==> src/hdl/hbc_pkg.sv <==
// Package for the half-bridge controller: pin bundles, modes and timing constants
package hbc_pkg;

	localparam int MCLK_HZ         = 40000000;
	localparam int MCLK_PERIOD_NS  = 25;
	// Least hold of the fault latch clear pulse, ns
	localparam int CLEAR_PULSE_NS  = 200;
	localparam int CLEAR_PULSE_CYC = (CLEAR_PULSE_NS + MCLK_PERIOD_NS - 1) / MCLK_PERIOD_NS;
	localparam int SYNC_STAGES     = 2;
	localparam logic [1:0] PHASE_A = 2'h0;
	localparam logic [1:0] PHASE_B = 2'h1;

	// Commands towards the bridge, one set per phase
	typedef struct packed {
		logic high_cmd;
		logic low_cmd;
	} hbc_phase_cmd_t;

	// Fault pins coming back from the bridge
	typedef struct packed {
		logic short_fault;
		logic temp_fault;
		logic limit_flag;
	} hbc_fault_t;

	typedef enum logic [3:0] {
		ST_IDLE  = 4'h1,
		ST_RUN   = 4'h2,
		ST_FAULT = 4'h4,
		ST_CLEAR = 4'h8
	} hbc_state_t;

endpackage

==> src/hdl/hbc_ctrl.sv <==
// Controller driving a dual half-bridge: PWM commands, fault latch and disables
`timescale 1ns/1ps
module hbc_ctrl
	import hbc_pkg::*;
#(
	parameter int PWM_PERIOD = 400,
	parameter int CLEAR_CYC  = CLEAR_PULSE_CYC
) (
	input  wire logic                       mclk_i,
	input  wire logic                       srst_i,
	input  wire logic                       enable_i,
	input  wire logic                       dir_i,
	input  wire logic [15:0]                duty_i,
	input  wire logic                       fault_ack_i,
	input  wire logic                       limit_off_i,
	input  wire logic                       short_fault_out_i,
	input  wire logic                       temp_fault_i,
	input  wire logic                       limit_flag_disable_a_i,
	output logic                            phase_a_high_cmd_o,
	output logic                            phase_a_low_cmd_o,
	output logic                            phase_b_high_cmd_o,
	output logic                            phase_b_low_cmd_o,
	output logic                            disable_b_in_o,
	output logic                            limit_flag_disable_a_o,
	output logic                            limit_flag_disable_a_oe_o,
	output logic                            fault_latched_o,
	output logic                            short_seen_o,
	output logic                            temp_seen_o,
	output logic                            limit_active_o
);

	hbc_fault_t sync1;
	hbc_fault_t sync2;
	hbc_state_t state;
	hbc_state_t next_state;
	logic [15:0] pwm_cnt;
	logic [15:0] clr_cnt;
	logic [15:0] duty_eff;
	logic        short_s;
	logic        temp_s;
	logic        flag_s;
	logic        fault_hit;
	logic        pwm_on;
	logic        drive_ok;
	logic        next_a_high;
	logic        next_a_low;
	logic        next_b_high;
	logic        next_b_low;

	// Fault pins cross into our clock domain through two flops
	always_ff @(posedge mclk_i) begin
		if (srst_i) begin
			sync1 <= '0;
			sync2 <= '0;
		end else begin
			sync1 <= '{short_fault_out_i, temp_fault_i, limit_flag_disable_a_i};
			sync2 <= sync1;
		end
	end

	assign short_s   = sync2.short_fault;
	assign temp_s    = sync2.temp_fault;
	assign flag_s    = sync2.limit_flag;
	assign fault_hit = short_s | temp_s;

	always_comb begin
		next_state = state;
		case (state)
			ST_IDLE:  if (fault_hit) next_state = ST_FAULT; else if (enable_i) next_state = ST_RUN;
			ST_RUN:   if (fault_hit) next_state = ST_FAULT; else if (!enable_i) next_state = ST_IDLE;
			ST_FAULT: if (fault_ack_i && !fault_hit) next_state = ST_CLEAR;
			ST_CLEAR: if (clr_cnt == 16'h0000) next_state = ST_IDLE;
			default:  next_state = ST_IDLE;
		endcase
	end

	always_ff @(posedge mclk_i) begin
		if (srst_i) begin
			state <= ST_IDLE;
		end else begin
			state <= next_state;
		end
	end

	always_ff @(posedge mclk_i) begin
		if (srst_i) begin
			clr_cnt <= 16'h0000;
		end else if (state == ST_FAULT) begin
			clr_cnt <= 16'(CLEAR_CYC - 1);
		end else if (clr_cnt != 16'h0000) begin
			clr_cnt <= clr_cnt - 16'h0001;
		end
	end

	// Free-running PWM period; the rising top edge each period re-arms the limit
	always_ff @(posedge mclk_i) begin
		if (srst_i) begin
			pwm_cnt <= 16'h0000;
		end else if (pwm_cnt == 16'(PWM_PERIOD - 1)) begin
			pwm_cnt <= 16'h0000;
		end else begin
			pwm_cnt <= pwm_cnt + 16'h0001;
		end
	end

	// Duty clamped to 1..PWM_PERIOD-1 so every period has a top edge; slot 0 stays off
	assign duty_eff = (duty_i == 16'h0000) ? 16'h0001 :
			  ((duty_i >= 16'(PWM_PERIOD)) ? 16'(PWM_PERIOD - 1) : duty_i);
	assign pwm_on   = (pwm_cnt != 16'h0000) && (pwm_cnt <= duty_eff);
	assign drive_ok = (state == ST_RUN) && !fault_hit;
	// With dir_i low phase A drives high side and phase B low side, swapped with dir_i high; off is both low
	assign next_a_high = drive_ok && pwm_on && !dir_i;
	assign next_a_low  = drive_ok && (dir_i ? pwm_on : 1'b0);
	assign next_b_high = drive_ok && pwm_on && dir_i;
	assign next_b_low  = drive_ok && (dir_i ? 1'b0 : pwm_on);

	always_ff @(posedge mclk_i) begin
		if (srst_i) begin
			phase_a_high_cmd_o        <= 1'b0;
			phase_a_low_cmd_o         <= 1'b0;
			phase_b_high_cmd_o        <= 1'b0;
			phase_b_low_cmd_o         <= 1'b0;
			disable_b_in_o            <= 1'b1;
			limit_flag_disable_a_o    <= 1'b0;
			limit_flag_disable_a_oe_o <= 1'b0;
			fault_latched_o           <= 1'b0;
			short_seen_o              <= 1'b0;
			temp_seen_o               <= 1'b0;
			limit_active_o            <= 1'b0;
		end else begin
			phase_a_high_cmd_o        <= next_a_high;
			phase_a_low_cmd_o         <= next_a_low;
			phase_b_high_cmd_o        <= next_b_high;
			phase_b_low_cmd_o         <= next_b_low;
			disable_b_in_o            <= (next_state != ST_RUN);
			limit_flag_disable_a_o    <= 1'b0;
			limit_flag_disable_a_oe_o <= limit_off_i;
			fault_latched_o           <= (next_state == ST_FAULT);
			short_seen_o              <= short_s;
			temp_seen_o               <= temp_s;
			limit_active_o            <= flag_s && !limit_off_i;
		end
	end

	AST_FAULT_DISABLES: assert property (@(posedge mclk_i) disable iff (srst_i)
		fault_hit |=> disable_b_in_o && !phase_a_high_cmd_o && !phase_b_high_cmd_o)
		else $error("fault did not disable bridge");
	AST_SHORT_STOPS: assert property (@(posedge mclk_i) disable iff (srst_i)
		$rose(short_s) |=> !phase_a_high_cmd_o && !phase_a_low_cmd_o && !phase_b_high_cmd_o && !phase_b_low_cmd_o)
		else $error("commands not stopped on short fault");
	AST_LATCH_HOLDS: assert property (@(posedge mclk_i) disable iff (srst_i)
		(state == ST_FAULT && !fault_ack_i) |=> state == ST_FAULT)
		else $error("fault latch cleared without acknowledge");
	AST_NO_SHOOT: assert property (@(posedge mclk_i) disable iff (srst_i)
		!(phase_a_high_cmd_o && phase_a_low_cmd_o) && !(phase_b_high_cmd_o && phase_b_low_cmd_o))
		else $error("phase commanded with both sides high");
	AST_CLEAR_LEN: assert property (@(posedge mclk_i) disable iff (srst_i)
		$rose(state == ST_CLEAR) |-> (state == ST_CLEAR)[*2])
		else $error("clear pulse too short");
	AST_EDGE_EACH: assert property (@(posedge mclk_i) disable iff (srst_i)
		pwm_cnt == 16'h0000 |=> !phase_a_high_cmd_o && !phase_b_high_cmd_o)
		else $error("no low slot for top edge");
	AST_LIMIT_PIN: assert property (@(posedge mclk_i) disable iff (srst_i)
		limit_off_i |=> limit_flag_disable_a_oe_o && !limit_flag_disable_a_o)
		else $error("limit disable pin not held low");
	AST_LIMIT_SEEN: assert property (@(posedge mclk_i) disable iff (srst_i)
		(flag_s && !limit_off_i) |=> limit_active_o)
		else $error("limit flag not reported");

	// Duty floor: a running bridge sees a top pulse every period
	AST_DUTY_FLOOR: assert property (@(posedge mclk_i) disable iff (srst_i)
		(state == ST_RUN && !fault_hit && pwm_cnt == 16'h0001) |=> phase_a_high_cmd_o || phase_b_high_cmd_o)
		else $error("top command missing in period");

	// Latch set dominates; a fault arriving during clear is caught once back in idle
	AST_FAULT_LATCHES: assert property (@(posedge mclk_i) disable iff (srst_i)
		(fault_hit && state != ST_CLEAR) |=> fault_latched_o)
		else $error("fault did not set latch");
	AST_LATCHED_OFF: assert property (@(posedge mclk_i) disable iff (srst_i)
		fault_latched_o |-> disable_b_in_o && !phase_a_high_cmd_o && !phase_a_low_cmd_o &&
			!phase_b_high_cmd_o && !phase_b_low_cmd_o)
		else $error("bridge driven while latch set");
	AST_ACK_CLEARS: assert property (@(posedge mclk_i) disable iff (srst_i)
		(state == ST_FAULT && fault_ack_i && !fault_hit) |=> !fault_latched_o && state == ST_CLEAR)
		else $error("acknowledge did not clear latch");
	AST_NO_DRIVE_CLEAR: assert property (@(posedge mclk_i) disable iff (srst_i)
		(state == ST_FAULT || state == ST_CLEAR) |=> !phase_a_high_cmd_o && !phase_a_low_cmd_o &&
			!phase_b_high_cmd_o && !phase_b_low_cmd_o)
		else $error("commands driven before latch cleared");

	// Run request handling towards the second disable
	AST_RUN_DRIVES: assert property (@(posedge mclk_i) disable iff (srst_i)
		(state == ST_RUN && enable_i && !fault_hit) |=> !disable_b_in_o)
		else $error("disable held while running");
	AST_IDLE_OFF: assert property (@(posedge mclk_i) disable iff (srst_i)
		(state == ST_RUN && !enable_i && !fault_hit) |=> disable_b_in_o ##1
			(!phase_a_high_cmd_o && !phase_a_low_cmd_o && !phase_b_high_cmd_o && !phase_b_low_cmd_o))
		else $error("bridge not parked on stop");

	// Status copies seen by software
	AST_SHORT_SEEN: assert property (@(posedge mclk_i) disable iff (srst_i)
		$rose(short_s) |=> short_seen_o)
		else $error("short fault not reported");
	AST_LIMIT_MASK: assert property (@(posedge mclk_i) disable iff (srst_i)
		limit_off_i |=> !limit_active_o)
		else $error("limit reported while disabled");

endmodule

==> config.mk <==
export PLATFORM = sky130hd
export DESIGN_NAME = hbc_ctrl
export DESIGN_NICKNAME = d
export VERILOG_FILES = /design/src/hdl/hbc_pkg.sv /design/src/hdl/hbc_ctrl.sv
export SDC_FILE = /design/constraint.sdc
export NUM_CORES = 1
export LEC_CHECK = 0
export ABC_CLOCK_PERIOD_IN_PS = 2200
export BUFFER_PORTS_ARGS = -buffer_cell sky130_fd_sc_hd__buf_2
export CORE_UTILIZATION = 51
export CTS_BUF_LIST = sky130_fd_sc_hd__clkbuf_16
export DETAILED_ROUTE_END_ITERATION = 7
export PLACE_DENSITY = 0.75
export SYNTH_ARGS = -nofsm -noshare
export SYNTH_HDL_FRONTEND = slang
export SYNTH_SLANG_ARGS = --single-unit
==> constraint.sdc <==
create_clock -name mclk_i -period 2.2 [get_ports mclk_i]
set_clock_uncertainty 0.05 [all_clocks]
set_input_delay 0.22 -clock mclk_i [delete_from_list [all_inputs] [get_ports mclk_i]]
set_output_delay 0.22 -clock mclk_i [all_outputs]
set_load 0.005 [all_outputs]
# Yosys cells after proc, flatten, opt, wreduce, memory -nomap -nowiden
# Cells that the tools add are included.
[classes]
magnitude_cmp = 2
bitwise = 1
div_mod_pow = 0
muxes = 13
eq_ne = 7
add_sub_neg = 2
shifts = 0
mul = 0
n_reduce_logical = 19
[op_table]
columns = ["cell", "count"]
rows = [
  ["zero test 16 bit", 2],
  ["2-to-1 mux 16 bit", 2],
  ["nonzero test 16 bit", 2],
  ["2-to-1 mux 4 bit", 6],
  ["adder 16 x 1 -> 16 bit (second input constant)", 1],
  ["equality test 16 x 9 -> 1 bit (second input constant)", 1],
  ["greater-or-equal comparator 16 x 9 -> 1 bit (second input constant)", 1],
  ["<= comparator 16 bit", 1],
  ["case mux 4 bit (4 select lines)", 1],
  ["subtractor 16 x 1 -> 16 bit (second input constant)", 1],
  ["logical AND 1 bit", 9],
  ["equality test 4 x 3 -> 1 bit (second input constant)", 2],
  ["2-to-1 mux 3 bit", 2],
  ["equality test 4 x 1 -> 1 bit (second input constant)", 1],
  ["equality test 4 x 2 -> 1 bit (second input constant)", 1],
  ["equality test 4 bit (second input constant)", 1],
  ["inequality test 4 x 2 -> 1 bit (second input constant)", 1],
  ["OR reduction 2 bit", 2],
  ["zero test 1 bit", 3],
  ["2-to-1 mux 1 bit", 2],
  ["nonzero test 2 bit", 1],
  ["OR 1 bit", 1],
]
[totals]
memories = 0
register_bits = 52
mem_bits_rw = 0
romBits = 0
word_cells = 64
latch_bits = 0
out_inout_bits = 11
inputBits = 25

# Depth between registers and ports, before layout
[depth]
depth_word = 7
mapped_depth = 10
mapped_depth_nobuf = 10

# Worst setup path after synthesis
# No wires, ideal clock.
[synth_timing]
kind = "register to register"
startpoint = "register clr_cnt[0]"
endpoint = "register clr_cnt[3]"
t_arrival_ns = 2.050
path_stages_with_launch = 9
path_slack_ns = -0.028
n_path_buf = 1
cell_sequence = "dfxtp_1 inv_1 ha_1 or3b_1 or4b_4 buf_6 o2111ai_2 xor2_1 nor2_1"
[synth_between]
elab_chain_cells = 1
[synth_lines]
columns = ["element", "line", "text"]
rows = [
  ["start: declaration", "hbc_ctrl.sv:37", "logic [15:0] clr_cnt;"],
  ["start signal: assignment", "hbc_ctrl.sv:89", "clr_cnt <= 16'(CLEAR_CYC - 1);"],
  ["start signal: assignment", "hbc_ctrl.sv:91", "clr_cnt <= clr_cnt - 16'h0001;"],
  ["subtractor 16 x 1 -> 16 bit or nonzero test 16 bit (tied branches)", "hbc_ctrl.sv:91, hbc_ctrl.sv:90", ""],
]
# Several ways; a longest one is shown, not always the timed one.
# A chain may end at the register's enable or synchronous reset.

# Worst setup path in the final report
[layout_timing]
startpoint = "register clr_cnt[7]"
endpoint = "register state[2]"
[layout_between]
elab_chain_cells = 3
[layout_lines]
columns = ["element", "line", "text"]
rows = [
  ["zero test 16 bit", "hbc_ctrl.sv:72", "ST_CLEAR: if (clr_cnt == 16'h0000) next_state = ST_IDLE;"],
  ["2-to-1 mux 4 bit", "hbc_ctrl.sv:72", ""],
  ["case mux 4 bit (4 select lines)", "hbc_ctrl.sv:68", "case (state)"],
  ["end signal: assignment", "hbc_ctrl.sv:81", "state <= next_state;"],
  ["end: declaration", "hbc_ctrl.sv:34", "hbc_state_t state;"],
]
# Every way passes these cells.

==> reports/metrics.cfg <==
[run_status]
status = completed

[worst_setup_path]
slowest_delay_ps = 590
critPathRequiredTime_ps = 2310
path_max_fanout = 5
cp_slowest_cell = or4b_4
path_cells = or4_4 -> or4b_4 -> nor2_4 -> a21boi_2 -> nor3b_1
start_kind = flop
critical_path_buf_inv_count = 0
crit_family = simple AND/OR/NAND/NOR gates
rrSetupSlack_ps = 90
crit_path_end_kind = flop
cp.arrival_ps = 2220
critPathKind = flop to flop

[logic_synthesis]
yosys-top-cells-area = dfxtp_1 40%, ha_1 9.0%, nor2_1 6.4%
synth_cells = 304
synth-edff-count = 0
yosysWarnings = 0
synth_top_cell_by_area = dfxtp_1
ys_seq_area_share_pct = 39.51
synth_top_cells_by_count = 52 x dfxtp_1, 45 x nor2_1, 19 x ha_1, 18 x a21oi_1, 18 x xor2_1
synth.most_common_cell = dfxtp_1
async_flop_share_pct = 0
synth_top_area_share_pct = 39.51
netlist_area_mm2 = 0.002635
ys.flop_type = dfxtp_1
syn_area_per_cell_um2 = 8.668
ys_ff_latch = 52
ys_types = 47

[power]
p_leak_uw = 0.001342
p_total_uw = 3183
power_density_mw_per_mm2 = 1019
ir_worst_vdd_mv = 0.4563

[worst_hold_path]
holdCritPathClass = primary input to flop

[place]
placed_cell_area_mm2 = 0.002968
hpwl_um = 4085
dpl.cell_count = 414
routabilityCongestion = 0.8871
port_buffers = 34

[floorplan]
die-area_mm2 = 0.005458
initial_core_util_pct = 54.35
io_pins = 36
die_x_um = 73.88
core.rowCount = 25
core_area_mm2 = 0.004848
fp.dieH_um = 73.88

[job]
drv_cap = 0

[cells_and_area]
fin_area_mm2 = 0.003124
n_antenna_cell = 0
fillers = 434
final_cell_count_no_fill = 423
post-route-util_pct = 64.44
drive_gt1_share_pct = 19.10
nets = 399
syn_to_final_growth_pct = 18.57

[clock_network]
path_clk_slew_ps = 60
postCtsHoldBufs = 0
cts_root_buf = clkbuf_16
cts_buffers = 5
cts_max_path_buffers = 2
cts_max_level = 2
clock_insertion_delay_worst_skew_ps = 280
cts_tree = yes
clock-sinks = 52

[global_route]
grt_pass1_vias = 2138
grt_max_degree = 20
antenna_found_initial = 0
grt.met1_usage_pct = 28.62
overflow = 0
use_met2_pct = 36.29
grt_usage_pct = 21.53
grt-busiest-layer = met2
met3_usage_pct = 3.978
grt_pass1_wl_um = 9204

[detailed_routing]
drc = 0
wl_um = 5454
via_per_inst = 5.430
ant_nets = 0
dr.pass1.iters = 4
post_drt_wl_per_cell_um = 12.89
num_vias = 2297
drt-initial-drc-count = 103

[timing]
worstMarginPinSlew_ps = 479.5
clock.fmax_mhz = 473.7
period_minus_slack_ps = 2111
slew_viol_final = 0
max_slew_margin_pct = 67.59
hold_violations = 0
rsz0062_at_grt = yes
setup_viol = 0
post-route-period-util_pct = 95.96

[cell usage in the layout, fill, tap and decap left out, drive strengths merged, types with 2 or more instances in the layout]
master | Yosys | routed
nor4 | 5 | 5
or3 | 4 | 4
mux2i | 2 | 2
a31oi | 3 | 3
or4b | 2 | 2
nor2b | 14 | 14
nand4 | 10 | 10
conb | 2 | 8
dfxtp | 52 | 52
or2 | 2 | 2
and3 | 3 | 3
nor3 | 14 | 14
nor4b | 2 | 2
xnor2 | 8 | 8
nand2b | 2 | 2
buf | 4 | 47
o21ai | 9 | 9
inv | 10 | 12
nor3b | 3 | 3
nand2 | 15 | 15
nand3 | 13 | 13
nor2 | 46 | 46
o211ai | 3 | 3
clkbuf | 5 | 5
or4 | 6 | 6
ha | 19 | 19
xor2 | 18 | 18
a21oi | 18 | 18
[final timing paths]
check	startpoint	to	cells past startpoint
max	clr_cnt[7]$_SDFFE_PP0N_	state[2]$_SDFF_PP0_	5
min	limit_off_i	limit_active_o$_SDFF_PP0_	2
max reg2reg	clr_cnt[7]$_SDFFE_PP0N_	state[2]$_SDFF_PP0_	5
min reg2reg	sync1[0]$_SDFF_PP0_	flag_s$_SDFF_PP0_	1
[per-stage QoR]
step	setup slack, ps	hold slack (ps)	TNS [ps]
after floorplan	33.22	241.8	0
after global placement	-173.2	350.8	-690.9
after detailed placement	-239.3	353.9	-911.1
after CTS	48.96	61.03	0
after global routing	-20.02	58.79	-36.87
final	88.92	63.93	0
[sequential cells by signal, indices dropped and copies added, names as in the netlist, 3 cells and up]
| signal | flops |
|---|---|
| state | 4 |
| clr_cnt | 16 |
| pwm_cnt | 16 |
| sync1 | 3 |
[repair_timing]
item | CTS | global route
resized for setup | 0 | 3
setup buffers | 0 | 1
setup endpoints to repair | 0 | 9
[layout make-up]
| type | instances | area (um2) | area share [%] |
|---|---|---|---|
| Inverter | 10 | 37.54 | 1.201 |
| Clock buffer | 5 | 125.1 | 4.005 |
| Timing Repair Buffer | 47 | 267.8 | 8.570 |
| Tap cell | 67 | 83.83 | 2.683 |
| Clock inverter | 3 | 11.26 | 0.3604 |
| Multi-Input combinational cell | 239 | 1558 | 49.86 |
| Sequential cell | 52 | 1041 | 33.32 |
[metal layers]
metal / vias to the layer above / share of wire [%]
met2: 46 / 48
met1: 1086 / 47
met3: 2 / 5.0
li1: 1163 / -
met5: - / 0
met4: 0 / 0.50
[power breakdown]
| group | switching (uW) | leakage, uW | internal [uW] |
|---|---|---|---|
| sequential | 137 | 0.000424 | 1080 |
| combinational | 676 | 0.000844 | 572 |
| clock | 309 | 0.0000738 | 409 |
[cells by family (layout without fill, tap and decap cells)]
kind of cell / count (synthesis) / after routing / share of synthesized area, %
adder cells (fa/ha/maj): 19 / 19 / 9.022
AO/OA/AOI/OAI: 40 / 40 / 9.497
flip-flops: 52 / 52 / 39.51
buffers and inverters: 19 / 65 / 3.181
XOR/XNOR: 26 / 26 / 8.642
AND/OR/NAND/NOR: 144 / 144 / 29.11
multiplexers: 2 / 2 / 0.7598
other: 2 / 8 / 0.2850
(Power assumes the default switching activity.)
